[config.mk]
export PLATFORM = sky130hd
export DESIGN_NAME = event_status_and_irq_pin
export DESIGN_NICKNAME = d
export VERILOG_FILES = /design/src/rtl/event_irq_pkg.sv /design/src/rtl/irq_pin_driver.sv /design/src/rtl/event_status_and_irq_pin.sv
export VERILOG_INCLUDE_DIRS = /design/src /design/src/rtl
export SDC_FILE = /design/constraint.sdc
export NUM_CORES = 1
export LEC_CHECK = 0
export BUFFER_PORTS_ARGS = -buffer_cell sky130_fd_sc_hd__buf_2
export CAP_MARGIN = 20
export CORE_ASPECT_RATIO = 1.1
export CORE_MARGIN = 4
export CORE_UTILIZATION = 40
export CTS_BUF_LIST = sky130_fd_sc_hd__clkbuf_8
export CTS_CLUSTER_SIZE = 8
export DETAILED_ROUTE_END_ITERATION = 6
export PLACE_DENSITY = 0.62
export SETUP_SLACK_MARGIN = 0.3
export SYNTH_ARGS = -nofsm -noshare
export SYNTH_HDL_FRONTEND = slang
export SYNTH_HIERARCHICAL = 1
export SYNTH_SLANG_ARGS = --single-unit
[constraint.sdc]
create_clock -name clock -period 1.7 [get_ports clock]
set_input_delay 0.255 -clock clock [delete_from_list [all_inputs] [get_ports clock]]
set_output_delay 0.255 -clock clock [all_outputs]
set_load 0.1 [all_outputs]
[src/rtl/event_irq_regs.svh]
`ifndef EVENT_IRQ_REGS_SVH
`define EVENT_IRQ_REGS_SVH
// ****************
// register offsets
// ****************
`define ADDR_EVENT_STATUS 8'h00
`define ADDR_EVENT_MASK 8'h01
`define ADDR_IRQ_PIN_CONFIG 8'h02
`define ADDR_FIFO_LEVEL_CONFIG 8'h06
`define ADDR_CHIP_IDENTITY 8'h08
// ****************
// field positions
// ****************
`define BIT_FLUSH 15
`define BIT_RES_STATUS 7
`define BIT_SECOND_SLOT 6
`define BIT_FIRST_SLOT 5
`define BIT_LEVEL_BLOCK 8
`define BIT_PIN_ON 2
`define BIT_DRIVE_STYLE 1
`define BIT_POLARITY 0
`define LIMIT_HI 13
`define LIMIT_LO 8
`define COUNT_HI 15
`define COUNT_LO 8
`define RES_LOW_MASK 16'h001f
// ****************
// reset values
// ****************
`define RESET_MASK 16'h00ff
`define RESET_PIN_CONFIG 16'h0000
`define RESET_LEVEL_CONFIG 16'h0000
// arbitrary identity value, not any real part
`define IDENTITY_VALUE 16'h5a01
`endif

[src/rtl/event_irq_pkg.sv]
package event_irq_pkg;
   typedef logic [15:0] reg_word_t;
   typedef logic [7:0] reg_addr_t;
endpackage : event_irq_pkg

[src/rtl/irq_pin_driver.sv]
`timescale 1ns/10ps
`default_nettype none
// ****************
// pin driver: registered output and enable
// ****************
module irq_pin_driver (
   // clock and reset
   input wire logic clock,
   input wire logic reset,
   // control
   input wire logic irq_active,
   input wire logic irq_pin_output_on,
   input wire logic irq_pin_drive_style,
   input wire logic irq_pin_polarity,
   // pin
   output logic irq_pin_out,
   output logic irq_pin_oe
);
   always_ff @(posedge clock) begin
      if (reset) begin
         irq_pin_out <= 1'b0;
         irq_pin_oe <= 1'b0;
      end else begin
         irq_pin_out <= irq_active ^ irq_pin_polarity;
         // floating pin still leaves flags live upstream
         irq_pin_oe <= irq_pin_output_on &&
            (!irq_pin_drive_style || irq_active);
      end
   end
endmodule : irq_pin_driver
`default_nettype wire

[src/rtl/event_status_and_irq_pin.sv]
// Behaviour
// - status bits 15:8 report FIFO bytes available to read
// - with host access on, writing one to bit 15 flushes the FIFO
// - slot events set second flag at bit 6, first at bit 5
// - writing one clears a slot flag; writing zero leaves it
// - mask bit 8 zero enables FIFO level interrupt; resets to zero
// - slot masks at bits 6 and 5 block when one; reset to one
// - pin enable bit 2 zero floats pin; flags keep updating
// - drive style one drives pin only while asserted, else always
// - polarity bit 0 zero active high, one active low
// - level interrupt when FIFO words exceed six-bit threshold
// - level interrupt withdraws itself once words no longer exceed
`timescale 1ns/10ps
`default_nettype none
`include "event_irq_regs.svh"
module event_status_and_irq_pin #(
   parameter int COUNT_WIDTH = 8
) (
   // clock and reset
   input wire logic clock,
   input wire logic reset,
   // register port from the serial configuration slave
   input wire logic reg_write,
   input wire logic reg_read,
   input wire event_irq_pkg::reg_addr_t reg_addr,
   input wire event_irq_pkg::reg_word_t reg_wdata,
   output event_irq_pkg::reg_word_t reg_rdata,
   // sampling engine and FIFO
   input wire logic first_slot_event,
   input wire logic second_slot_event,
   input wire logic [COUNT_WIDTH-1:0] fifo_byte_count,
   input wire logic fifo_host_access_on,
   output logic fifo_flush,
   // interrupt pin
   output logic irq_pin_out,
   output logic irq_pin_oe
);
   // ****************
   // reset words
   // ****************
   // held as parameters so single bits can be picked from them
   localparam event_irq_pkg::reg_word_t MASK_INIT = `RESET_MASK;
   localparam event_irq_pkg::reg_word_t PIN_INIT = `RESET_PIN_CONFIG;
   localparam event_irq_pkg::reg_word_t LEVEL_INIT = `RESET_LEVEL_CONFIG;
   localparam int SLOTS = 2;

   // ****************
   // state
   // ****************
   logic first_slot_event_flag;
   logic second_slot_event_flag;
   logic [SLOTS-1:0] slot_event;
   logic [SLOTS-1:0] slot_clear;
   logic slot_flag [SLOTS];
   // bit 7 then bits 4:0 of the status word
   logic [5:0] reserved_status;
   logic first_slot_irq_block;
   logic second_slot_irq_block;
   logic fifo_level_irq_block;
   logic [7:0] mask_reserved;
   logic irq_pin_output_on;
   logic irq_pin_drive_style;
   logic irq_pin_polarity;
   logic [5:0] fifo_word_level_limit;
   logic level_event;
   logic irq_active;
   logic wr_status;
   logic wr_mask;
   logic wr_pin;
   logic wr_level;
   logic [COUNT_WIDTH-2:0] fifo_words;

   assign wr_status = reg_write && reg_addr == `ADDR_EVENT_STATUS;
   assign wr_mask = reg_write && reg_addr == `ADDR_EVENT_MASK;
   assign wr_pin = reg_write && reg_addr == `ADDR_IRQ_PIN_CONFIG;
   assign wr_level = reg_write && reg_addr == `ADDR_FIFO_LEVEL_CONFIG;
   // two bytes per word; an odd trailing byte is not a word
   assign fifo_words = fifo_byte_count[COUNT_WIDTH-1:1];

   // ****************
   // slot event flags
   // ****************
   assign slot_event = {second_slot_event, first_slot_event};
   assign slot_clear = {reg_wdata[`BIT_SECOND_SLOT],
      reg_wdata[`BIT_FIRST_SLOT]};
   // a new event in the clearing cycle wins over the clear,
   // so a sample landing during service is never lost
   for (genvar s = 0; s < SLOTS; s++) begin : g_slot
      always_ff @(posedge clock) begin
         if (reset) begin
            slot_flag[s] <= 1'b0;
         end else if (slot_event[s]) begin
            slot_flag[s] <= 1'b1;
         end else if (wr_status && slot_clear[s]) begin
            slot_flag[s] <= 1'b0;
         end
      end
   end
   assign first_slot_event_flag = slot_flag[0];
   assign second_slot_event_flag = slot_flag[1];

   // reserved status bits are never set here; writing ones clears them
   always_ff @(posedge clock) begin
      if (reset) begin
         reserved_status <= 6'h00;
      end else if (wr_status) begin
         reserved_status <= reserved_status & ~{reg_wdata[`BIT_RES_STATUS],
            5'(reg_wdata & `RES_LOW_MASK)};
      end
   end

   // ****************
   // flush
   // ****************
   // without host access the flush request is dropped, not queued
   always_ff @(posedge clock) begin
      if (reset) begin
         fifo_flush <= 1'b0;
      end else begin
         fifo_flush <= wr_status && fifo_host_access_on &&
            reg_wdata[`BIT_FLUSH];
      end
   end

   // ****************
   // mask and configuration
   // ****************
   always_ff @(posedge clock) begin
      if (reset) begin
         fifo_level_irq_block <= MASK_INIT[`BIT_LEVEL_BLOCK];
         second_slot_irq_block <= MASK_INIT[`BIT_SECOND_SLOT];
         first_slot_irq_block <= MASK_INIT[`BIT_FIRST_SLOT];
         mask_reserved <= MASK_INIT[7:0];
      end else if (wr_mask) begin
         fifo_level_irq_block <= reg_wdata[`BIT_LEVEL_BLOCK];
         second_slot_irq_block <= reg_wdata[`BIT_SECOND_SLOT];
         first_slot_irq_block <= reg_wdata[`BIT_FIRST_SLOT];
         mask_reserved <= reg_wdata[7:0];
      end
   end

   always_ff @(posedge clock) begin
      if (reset) begin
         irq_pin_output_on <= PIN_INIT[`BIT_PIN_ON];
         irq_pin_drive_style <= PIN_INIT[`BIT_DRIVE_STYLE];
         irq_pin_polarity <= PIN_INIT[`BIT_POLARITY];
      end else if (wr_pin) begin
         irq_pin_output_on <= reg_wdata[`BIT_PIN_ON];
         irq_pin_drive_style <= reg_wdata[`BIT_DRIVE_STYLE];
         irq_pin_polarity <= reg_wdata[`BIT_POLARITY];
      end
   end

   always_ff @(posedge clock) begin
      if (reset) begin
         fifo_word_level_limit <= LEVEL_INIT[`LIMIT_HI:`LIMIT_LO];
      end else if (wr_level) begin
         fifo_word_level_limit <= reg_wdata[`LIMIT_HI:`LIMIT_LO];
      end
   end

   // ****************
   // interrupt combine
   // ****************
   // level source is not sticky, so it drops with the FIFO
   // both sides widened so the compare stays unsigned
   always_comb begin
      level_event = COUNT_WIDTH'(fifo_words) >
         COUNT_WIDTH'(fifo_word_level_limit);
      irq_active = (level_event && !fifo_level_irq_block) ||
         (first_slot_event_flag && !first_slot_irq_block) ||
         (second_slot_event_flag && !second_slot_irq_block);
   end

   irq_pin_driver pin_driver (
      .clock(clock),
      .reset(reset),
      .irq_active(irq_active),
      .irq_pin_output_on(irq_pin_output_on),
      .irq_pin_drive_style(irq_pin_drive_style),
      .irq_pin_polarity(irq_pin_polarity),
      .irq_pin_out(irq_pin_out),
      .irq_pin_oe(irq_pin_oe)
   );

   // ****************
   // read back
   // ****************
   // one cycle latency; unmapped addresses read zero
   // reserved mask bits only echo their reset ones or what the host last wrote
   always_ff @(posedge clock) begin
      if (reset) begin
         reg_rdata <= 16'h0000;
      end else if (reg_read) begin
         case (reg_addr)
            `ADDR_EVENT_STATUS: begin
               reg_rdata <= {8'(fifo_byte_count),
                  reserved_status[5], second_slot_event_flag,
                  first_slot_event_flag, reserved_status[4:0]};
            end
            `ADDR_EVENT_MASK: begin
               reg_rdata <= {7'h00, fifo_level_irq_block, mask_reserved[7],
                  second_slot_irq_block, first_slot_irq_block,
                  mask_reserved[4:0]};
            end
            `ADDR_IRQ_PIN_CONFIG: begin
               reg_rdata <= {13'h0000, irq_pin_output_on,
                  irq_pin_drive_style, irq_pin_polarity};
            end
            `ADDR_FIFO_LEVEL_CONFIG: begin
               reg_rdata <= {2'h0, fifo_word_level_limit, 8'h00};
            end
            `ADDR_CHIP_IDENTITY: begin
               reg_rdata <= `IDENTITY_VALUE;
            end
            default: begin
               reg_rdata <= 16'h0000;
            end
         endcase
      end
   end
endmodule : event_status_and_irq_pin
`default_nettype wire

==> impl_metrics.xml, run 1 <==
<?xml version="1.0" encoding="UTF-8"?>
<metrics>
  <group name="run_status">
    <metric name="run_status" unit="">complete, but fails checks</metric>
    <metric name="violations" unit="">negative setup slack</metric>
  </group>
  <group name="critical_path">
    <metric name="worst-endpoint-arrival" unit="ns">2.01</metric>
    <metric name="critPathBufInv" unit="">1</metric>
    <metric name="timing.critical_path.from_type" unit="">flip-flop</metric>
    <metric name="crit_end" unit="">pin_driver/irq_pin_oe</metric>
    <metric name="path_max_fanout" unit="">2</metric>
    <metric name="cp_top_family" unit="">compound AO/OA/AOI/OAI gates</metric>
    <metric name="regToRegSetupSlack" unit="ns">-0.11</metric>
    <metric name="reg2regPathDepth" unit="">8</metric>
    <metric name="crit_path_end_kind" unit="">flip-flop</metric>
    <metric name="reg2reg_to" unit="">pin_driver/irq_pin_oe</metric>
    <metric name="slowest_stage" unit="">sky130_fd_sc_hd__dfxtp_2</metric>
    <metric name="worstPathCellList" unit="">inv_2 &gt; ha_4 &gt; a21o_1 &gt; a211o_1 &gt; a222oi_1 &gt; nand2_1 &gt; nor2b_1 &gt; nor3b_2</metric>
    <metric name="cp-startpoint" unit="">fifo_word_level_limit[4]</metric>
    <metric name="worst_ep_required_time" unit="ns">1.89</metric>
    <metric name="worst_r2r_startpoint" unit="">fifo_word_level_limit[4]</metric>
    <metric name="crit_path_max_incr_delay" unit="ns">0.34</metric>
    <metric name="crit_path_cell_count" unit="">8</metric>
    <metric name="criticalPathCategory" unit="">reg2reg</metric>
  </group>
  <group name="route">
    <metric name="final_antenna_net_count" unit="">0</metric>
    <metric name="count_of_vias_placed_by_the_detailed_router" unit="">1889</metric>
    <metric name="remaining_drcs" unit="">0</metric>
    <metric name="detail_route.wirelength" unit="mm">5.276</metric>
    <metric name="drt-pass1-iter-count" unit="">4</metric>
    <metric name="post_drt_via_cell_ratio" unit="">5.233</metric>
    <metric name="number_of_drc_violations_after_detailed_routing_iteration_0" unit="">42</metric>
    <metric name="drt-wirelength-per-cell" unit="um">14.61</metric>
  </group>
  <group name="global_routing">
    <metric name="grt_pass1_wl" unit="mm">8.735</metric>
    <metric name="via_count_of_the_first_global_routing_pass" unit="">1822</metric>
    <metric name="grt_start_max_net_pins" unit="">28</metric>
    <metric name="gr-usage-all-layers" unit="%">16.65</metric>
    <metric name="gr-total-overflow" unit="">0</metric>
    <metric name="antenna_found_initial" unit="">0</metric>
  </group>
  <group name="timing">
    <metric name="maxClockFrequency" unit="GHz">0.5514</metric>
    <metric name="timing.slew.headroom" unit="%">67.59</metric>
    <metric name="rsz0062_at_grt" unit="">true</metric>
    <metric name="post-route-min-period" unit="ns">1.814</metric>
    <metric name="hold_viol_final" unit="">0</metric>
    <metric name="worst-slew-pin-transition" unit="ns">0.4895</metric>
    <metric name="final.hold.worst_slack" unit="ns">0.1433</metric>
    <metric name="fin_crit_share" unit="%">106.7</metric>
    <metric name="final.setup_skew" unit="ns">0.01108</metric>
    <metric name="finalWorstSetupSlack" unit="ns">-0.1136</metric>
    <metric name="timing.final.setup_violations" unit="">2</metric>
    <metric name="finalMaxSlewViolations" unit="">0</metric>
  </group>
  <group name="synthesis">
    <metric name="post_synth.cell_area_avg" unit="um2">9.123</metric>
    <metric name="dominantRegCellSynth" unit="">sky130_fd_sc_hd__dfxtp_1</metric>
    <metric name="synthesis.nets" unit="">275</metric>
    <metric name="netlist.top_cell.by_area" unit="">sky130_fd_sc_hd__dfxtp_1</metric>
    <metric name="synth-seq-cells" unit="">45</metric>
    <metric name="synth_cells" unit="">230</metric>
    <metric name="sequential_area_share_after_synthesis" unit="%">43.89</metric>
    <metric name="ys_async_sr_fraction" unit="%">0</metric>
    <metric name="synth_enable_flop_cells" unit="">2</metric>
    <metric name="synth_cell_types" unit="">46</metric>
    <metric name="yosysWarnings" unit="">6</metric>
    <metric name="synth.cell_area" unit="um2">2098</metric>
    <metric name="synth_top_area_share" unit="%">41.03</metric>
    <metric name="synth_area_leaders" unit="">sky130_fd_sc_hd__dfxtp_1 (41%), sky130_fd_sc_hd__mux2i_1 (5.7%), sky130_fd_sc_hd__a21oi_1 (5.0%)</metric>
  </group>
  <group name="min_path">
    <metric name="worstHoldPathType" unit="">in2reg</metric>
  </group>
  <group name="cts">
    <metric name="cts_buffers" unit="">5</metric>
    <metric name="tritoncts" unit="">yes</metric>
    <metric name="clock_sinks" unit="">45</metric>
    <metric name="clkTransAtPathRegs" unit="ns">0.09</metric>
    <metric name="maximum_count_of_clock_buffers_along_a_single_path" unit="">2</metric>
    <metric name="htree_levels" unit="">2</metric>
    <metric name="cts_hold_fix_bufs" unit="">0</metric>
    <metric name="root_buffer" unit="">sky130_fd_sc_hd__clkbuf_8</metric>
    <metric name="clk_latency" unit="ns">0.30</metric>
  </group>
  <group name="finish">
    <metric name="diodes" unit="">0</metric>
    <metric name="mostFrequentLayoutCells" unit="">sky130_fd_sc_hd__buf_2 (54), sky130_fd_sc_hd__dfxtp_1 (41), sky130_fd_sc_hd__nor2_1 (25)</metric>
    <metric name="most_common_library_cell_in_the_layout_ignoring_fill_and_taps" unit="">sky130_fd_sc_hd__buf_2</metric>
    <metric name="design.final.nets" unit="">348</metric>
    <metric name="layout.filler_cells" unit="">508</metric>
    <metric name="fraction_of_layout_cells_with_a_size_suffix_above_1" unit="%">34.98</metric>
    <metric name="layout-area-overhead-vs-synth" unit="%">29.70</metric>
  </group>
  <group name="pwr">
    <metric name="vdd_drop_max" unit="uV">443.8</metric>
    <metric name="power.density" unit="nW/um2">716.8</metric>
    <metric name="power.static_leakage" unit="nW">1.220</metric>
  </group>
  <group name="placed_design">
    <metric name="hpwlAfterDp" unit="mm">3.964</metric>
    <metric name="dpl_worst_slack" unit="ns">-0.1979</metric>
    <metric name="routabilityCongestion" unit="">0.7630</metric>
    <metric name="io_buffers" unit="">56</metric>
  </group>
  <group name="floorplanning">
    <metric name="floorplan.initialDensity" unit="%">41.69</metric>
    <metric name="core_area" unit="um2">5034</metric>
    <metric name="die_footprint" unit="um2">6470</metric>
    <metric name="die_h" unit="um">83.96</metric>
    <metric name="design.portCount" unit="">58</metric>
    <metric name="placementRows" unit="">27</metric>
    <metric name="chipWidth" unit="um">77.06</metric>
  </group>
  <group name="job">
    <metric name="drv_cap" unit="">0</metric>
  </group>
</metrics>
how the worst min path moves through the flow:
| stage | startpoint | end | cells after the start |
|---|---|---|---|
| 2_1_floorplan | reset | pin_driver/irq_pin_oe | 1 |
| 3_3_place_gp | reserved_status[3] | reserved_status[3] | 2 |
| 3_5_place_dp | reserved_status[3] | reserved_status[3] | 2 |
| 4_1_cts | reg_wdata[4] | reserved_status[4] | 2 |
| 5_1_grt | reg_wdata[2] | reserved_status[2] | 2 |
| 6_report | reg_wdata[2] | reserved_status[2] | 2 |
state kept, by name, indices dropped and copies added (netlist names):
register                count
pin_driver/irq_pin_out      1
reg_rdata                  16
mask_reserved               8
fifo_word_level_limit       6
reserved_status             6
irq_pin_drive_style         1
fifo_flush                  1
fifo_level_irq_block        1
pin_driver/irq_pin_oe       1
slot_flag                   2
irq_pin_polarity            1
irq_pin_output_on           1
report_power, final:
part | internal, mW | leakage [nW] | switching, mW | total, mW
logic | 0.0917 | 0.803 | 0.124 | 0.215
clock network | 0.317 | 0.0485 | 0.347 | 0.664
registers | 1.07 | 0.369 | 0.00361 | 1.07
layout make-up:
| class | instances | area [um2] | share of cell area [%] |
|---|---|---|---|
| Multi-Input combinational cell | 164 | 1135 | 41.70 |
| Inverter | 9 | 33.78 | 1.241 |
| Timing Repair Buffer | 78 | 470.5 | 17.29 |
| Sequential cell | 45 | 923.4 | 33.93 |
| Clock inverter | 1 | 3.754 | 0.1379 |
| Tap cell | 58 | 72.57 | 2.667 |
| Clock buffer | 6 | 82.58 | 3.034 |
cell families (layout without fill, tap and decap cells):
family / count (synthesis) / in the layout / synth area share, %
and+or+nand+nor: 84 / 84 / 22.24
AOI/OAI and AO/OA: 56 / 56 / 17.17
DFF: 45 / 45 / 43.89
buffers and inverters: 21 / 94 / 4.293
muxes: 17 / 17 / 8.408
adders and majority gates: 6 / 6 / 3.578
xor gates and xnor gates: 1 / 1 / 0.4175
stage by stage:
step / util (%) / cell area [um2] / power [mW] / TNS, ns / cells
2_1_floorplan: - / 2113 / 1.201 / -0.02034 / 230
3_3_place_gp: 51.13 / 2574 / 1.301 / -0.5923 / 353
3_5_place_dp: 51.13 / 2574 / 1.301 / -0.5545 / 353
4_1_cts: 53.49 / 2693 / 1.963 / -0.2376 / 361
5_1_grt: 54.06 / 2721 / 2.035 / -0.4126 / 361
6_report: 54.06 / 2721 / 1.951 / -0.2059 / 361
cell usage after synthesis, drive strengths merged (5+ instances only):
| library cell | number |
|---|---|
| inv | 8 |
| o21ai | 10 |
| nand2 | 16 |
| nor2 | 26 |
| nor2b | 12 |
| mux2i | 12 |
| clkbuf | 9 |
| dfxtp | 43 |
| nor3 | 9 |
| a21oi | 21 |
| mux2 | 5 |
| a31oi | 5 |
| ha | 6 |
worst register-to-register path, delay by kind of cell, from the launching register on:
kind | cells | cell delay, ns
flops | 1 | 0.34
buf+inv | 1 | 0.05
compound gates | 3 | 0.72
fa+ha+maj | 1 | 0.21
simple gates | 3 | 0.39
timing repair:
action                                  in CTS  in global routing
pin swaps                                   10                 12
endpoints found under the setup margin       5                  7
buffers inserted                             1                  0
gates resized for setup                      5                  5
layer usage:
metal | track usage [%] | vias to the layer above | part of all wire [%]
met1 | 21.10 | 866 | 46
met3 | 3.672 | 10 | 5.1
met2 | 27.02 | 44 | 47
met4 | 7.282 | 0 | 1.8
met5 | 0 | - | 0
li1 | - | 969 | -
(Power assumes the default switching activity.)
==> inputs of run 2 (changes only) <==
--- a/config.mk
+++ b/config.mk
@@ -8,7 +8,7 @@
 export LEC_CHECK = 0
 export BUFFER_PORTS_ARGS = -buffer_cell sky130_fd_sc_hd__buf_2
 export CAP_MARGIN = 20
-export CORE_ASPECT_RATIO = 1.1
+export CORE_ASPECT_RATIO = 1.75
 export CORE_MARGIN = 4
 export CORE_UTILIZATION = 40
 export CTS_BUF_LIST = sky130_fd_sc_hd__clkbuf_8
==> run 2 against run 1 <==
Compared with the run above: critical endpoint unchanged; critical path type unchanged; clock power up 20%; cell count is 0.55% lower; non-clock buffer count up 1; combinational power barely moved; the flow still finishes with violations (negative setup slack); fmax rose by 1.9%.
==> impl_metrics.xml, run 2 (synthesis results as in run 1) <==
<?xml version="1.0" encoding="UTF-8"?>
<metrics>
  <group name="placed_design">
    <metric name="io_buffers" unit="">56</metric>
    <metric name="dpl_worst_slack" unit="ns">-0.1916</metric>
    <metric name="dpl_cell_area" unit="um2">2576</metric>
    <metric name="hpwlAfterDp" unit="mm">4.162</metric>
    <metric name="routabilityCongestion" unit="">0.8203</metric>
  </group>
  <group name="cts">
    <metric name="clkTransAtPathRegs" unit="ns">0.09</metric>
    <metric name="tritoncts" unit="">yes</metric>
    <metric name="clk_latency" unit="ns">0.30</metric>
    <metric name="root_buffer" unit="">sky130_fd_sc_hd__clkbuf_8</metric>
    <metric name="clock_sinks" unit="">45</metric>
    <metric name="cts_hold_fix_bufs" unit="">0</metric>
    <metric name="cts_buffers" unit="">5</metric>
    <metric name="maximum_count_of_clock_buffers_along_a_single_path" unit="">2</metric>
    <metric name="htree_levels" unit="">2</metric>
  </group>
  <group name="floorplanning">
    <metric name="design.portCount" unit="">58</metric>
    <metric name="core_area" unit="um2">5020</metric>
    <metric name="die_h" unit="um">103.8</metric>
    <metric name="placementRows" unit="">34</metric>
    <metric name="die_footprint" unit="um2">6514</metric>
    <metric name="floorplan.initialDensity" unit="%">41.80</metric>
    <metric name="chipWidth" unit="um">62.75</metric>
  </group>
  <group name="finish">
    <metric name="fraction_of_layout_cells_with_a_size_suffix_above_1" unit="%">36.07</metric>
    <metric name="layout-area-overhead-vs-synth" unit="%">30.77</metric>
    <metric name="layout.filler_cells" unit="">497</metric>
    <metric name="diodes" unit="">0</metric>
    <metric name="largest_registers" unit="">reg_rdata (16), mask_reserved (8)</metric>
    <metric name="mostFrequentLayoutCells" unit="">sky130_fd_sc_hd__buf_2 (55), sky130_fd_sc_hd__dfxtp_1 (40), sky130_fd_sc_hd__nor2_1 (25)</metric>
    <metric name="regMostFlops" unit="">reg_rdata</metric>
    <metric name="finish.utilization" unit="%">54.66</metric>
    <metric name="finish.instance_area" unit="um2">2744</metric>
    <metric name="design.final.nets" unit="">349</metric>
    <metric name="largest_register_ffs" unit="">16</metric>
    <metric name="most_common_library_cell_in_the_layout_ignoring_fill_and_taps" unit="">sky130_fd_sc_hd__buf_2</metric>
  </group>
  <group name="timing">
    <metric name="fin_crit_share" unit="%">104.7</metric>
    <metric name="finalMaxSlewViolations" unit="">0</metric>
    <metric name="post-route-min-period" unit="ns">1.780</metric>
    <metric name="hold_viol_final" unit="">0</metric>
    <metric name="timing.final.setup_violations" unit="">2</metric>
    <metric name="rsz0062_at_grt" unit="">true</metric>
    <metric name="worst-slew-pin-transition" unit="ns">0.4878</metric>
    <metric name="timing.slew.headroom" unit="%">67.70</metric>
    <metric name="maxClockFrequency" unit="GHz">0.5618</metric>
    <metric name="finalWorstSetupSlack" unit="ns">-0.08013</metric>
    <metric name="final.setup_skew" unit="ns">0.005820</metric>
  </group>
  <group name="pwr">
    <metric name="power" unit="mW">2.089</metric>
    <metric name="power.share.combinational" unit="%">10.4</metric>
    <metric name="p_int" unit="mW">1.592</metric>
    <metric name="vdd_drop_max" unit="uV">455.8</metric>
    <metric name="sw_frac_of_total" unit="%">23.80</metric>
    <metric name="sequential_fraction_of_design_power" unit="%">51.3</metric>
    <metric name="power.static_leakage" unit="nW">1.235</metric>
    <metric name="power.net_switching" unit="uW">497.1</metric>
    <metric name="power.density" unit="nW/um2">761.3</metric>
    <metric name="power.clock.fraction" unit="%">38.3</metric>
  </group>
  <group name="global_routing">
    <metric name="via_count_of_the_first_global_routing_pass" unit="">1960</metric>
    <metric name="antenna_found_initial" unit="">0</metric>
    <metric name="grt_start_max_net_pins" unit="">25</metric>
    <metric name="grt_pass1_wl" unit="mm">9.039</metric>
    <metric name="gr-total-overflow" unit="">0</metric>
    <metric name="gr-usage-all-layers" unit="%">17.32</metric>
  </group>
  <group name="critical_path">
    <metric name="timing.critical_path.from_type" unit="">flip-flop</metric>
    <metric name="worst-endpoint-arrival" unit="ns">1.97</metric>
    <metric name="worst_ep_required_time" unit="ns">1.89</metric>
    <metric name="regToRegSetupSlack" unit="ns">-0.08</metric>
    <metric name="crit_path_end_kind" unit="">flip-flop</metric>
    <metric name="path_max_fanout" unit="">2</metric>
    <metric name="criticalPathCategory" unit="">reg2reg</metric>
  </group>
  <group name="route">
    <metric name="met2_layer_wire_length_in_the_routed_design" unit="mm">2.872</metric>
    <metric name="drt-pass1-iter-count" unit="">7</metric>
    <metric name="final_antenna_net_count" unit="">0</metric>
    <metric name="wl_met3" unit="um">224</metric>
    <metric name="maxUsedRoutingLayer" unit="">met4</metric>
    <metric name="drt-wirelength-per-cell" unit="um">15.00</metric>
    <metric name="remaining_drcs" unit="">0</metric>
    <metric name="detail_route.wirelength" unit="mm">5.384</metric>
    <metric name="count_of_vias_placed_by_the_detailed_router" unit="">1885</metric>
    <metric name="route.layer.met1.wl" unit="mm">2.097</metric>
    <metric name="number_of_drc_violations_after_detailed_routing_iteration_0" unit="">29</metric>
    <metric name="post_drt_via_cell_ratio" unit="">5.251</metric>
  </group>
  <group name="job">
    <metric name="drv_cap" unit="">0</metric>
  </group>
  <group name="run_status">
    <metric name="run_status" unit="">complete, but fails checks</metric>
    <metric name="violations" unit="">negative setup slack</metric>
  </group>
  <group name="min_path">
    <metric name="worstHoldPathType" unit="">in2reg</metric>
  </group>
</metrics>
-- run 2: worst paths after layout --
path                                                from                    end  cells after the start
worst min register to register        reserved_status[5]     reserved_status[5]                      2
worst max register to register  fifo_word_level_limit[4]  pin_driver/irq_pin_oe                      8
worst max-delay path            fifo_word_level_limit[4]  pin_driver/irq_pin_oe                      8
worst min-delay path                        reg_wdata[3]     reserved_status[3]                      2
-- run 2: cell type report --
| cell class | instances | area, um2 | share of cell area (%) |
|---|---|---|---|
| inverter | 9 | 33.78 | 1.231 |
| multi-input combinational | 164 | 1135 | 41.36 |
| clock inverter | 3 | 38.79 | 1.414 |
| tap | 54 | 67.56 | 2.462 |
| timing repair buffer | 79 | 475.5 | 17.33 |
| sequential | 45 | 924.6 | 33.70 |
| clock buffer | 5 | 68.82 | 2.508 |
-- run 2: stage by stage --
step | TNS, ns | cells | hold slack [ns]
after detailed placement | -0.5472 | 350 | 0.4213
after global placement | -0.6316 | 350 | 0.4184
after global routing | -0.2778 | 359 | 0.1326
final | -0.1408 | 359 | 0.1328
after floorplan | -0.02034 | 230 | 0.3245
after CTS | -0.1445 | 359 | 0.1264
-- run 2: worst max-delay path, cell delays in order (launching register included) --
cell	delay, ns
sky130_fd_sc_hd__dfxtp_2	0.34
sky130_fd_sc_hd__inv_2	0.04
sky130_fd_sc_hd__ha_4	0.21
sky130_fd_sc_hd__a21o_1	0.16
sky130_fd_sc_hd__a211o_1	0.25
sky130_fd_sc_hd__a222oi_1	0.30
sky130_fd_sc_hd__nand2_1	0.16
sky130_fd_sc_hd__nor2b_1	0.17
sky130_fd_sc_hd__nor3b_2	0.06
-- run 2: what timing repair did --
| item | CTS | global route |
|---|---|---|
| setup buffers | 1 | 0 |
| gates resized for setup | 8 | 4 |
| endpoints found under the setup margin | 5 | 7 |
| pin swaps | 8 | 2 |
-- run 2: power by group through the flow --
stage          clock network [mW]  logic [mW]  registers, mW
2_1_floorplan                   0      0.0907           1.11
6_report                    0.800       0.218           1.07
5_1_grt                     0.858       0.238           1.07
4_1_cts                     0.823       0.216           1.07
3_5_place_dp                    0       0.210           1.10
3_3_place_gp                    0       0.209           1.10
-- run 2: per-layer routing --
layer	vias up	GRT usage [%]
li1	971	-
met1	848	17.94
met2	50	32.39
met3	16	3.359
met4	0	8.373
met5	-	0
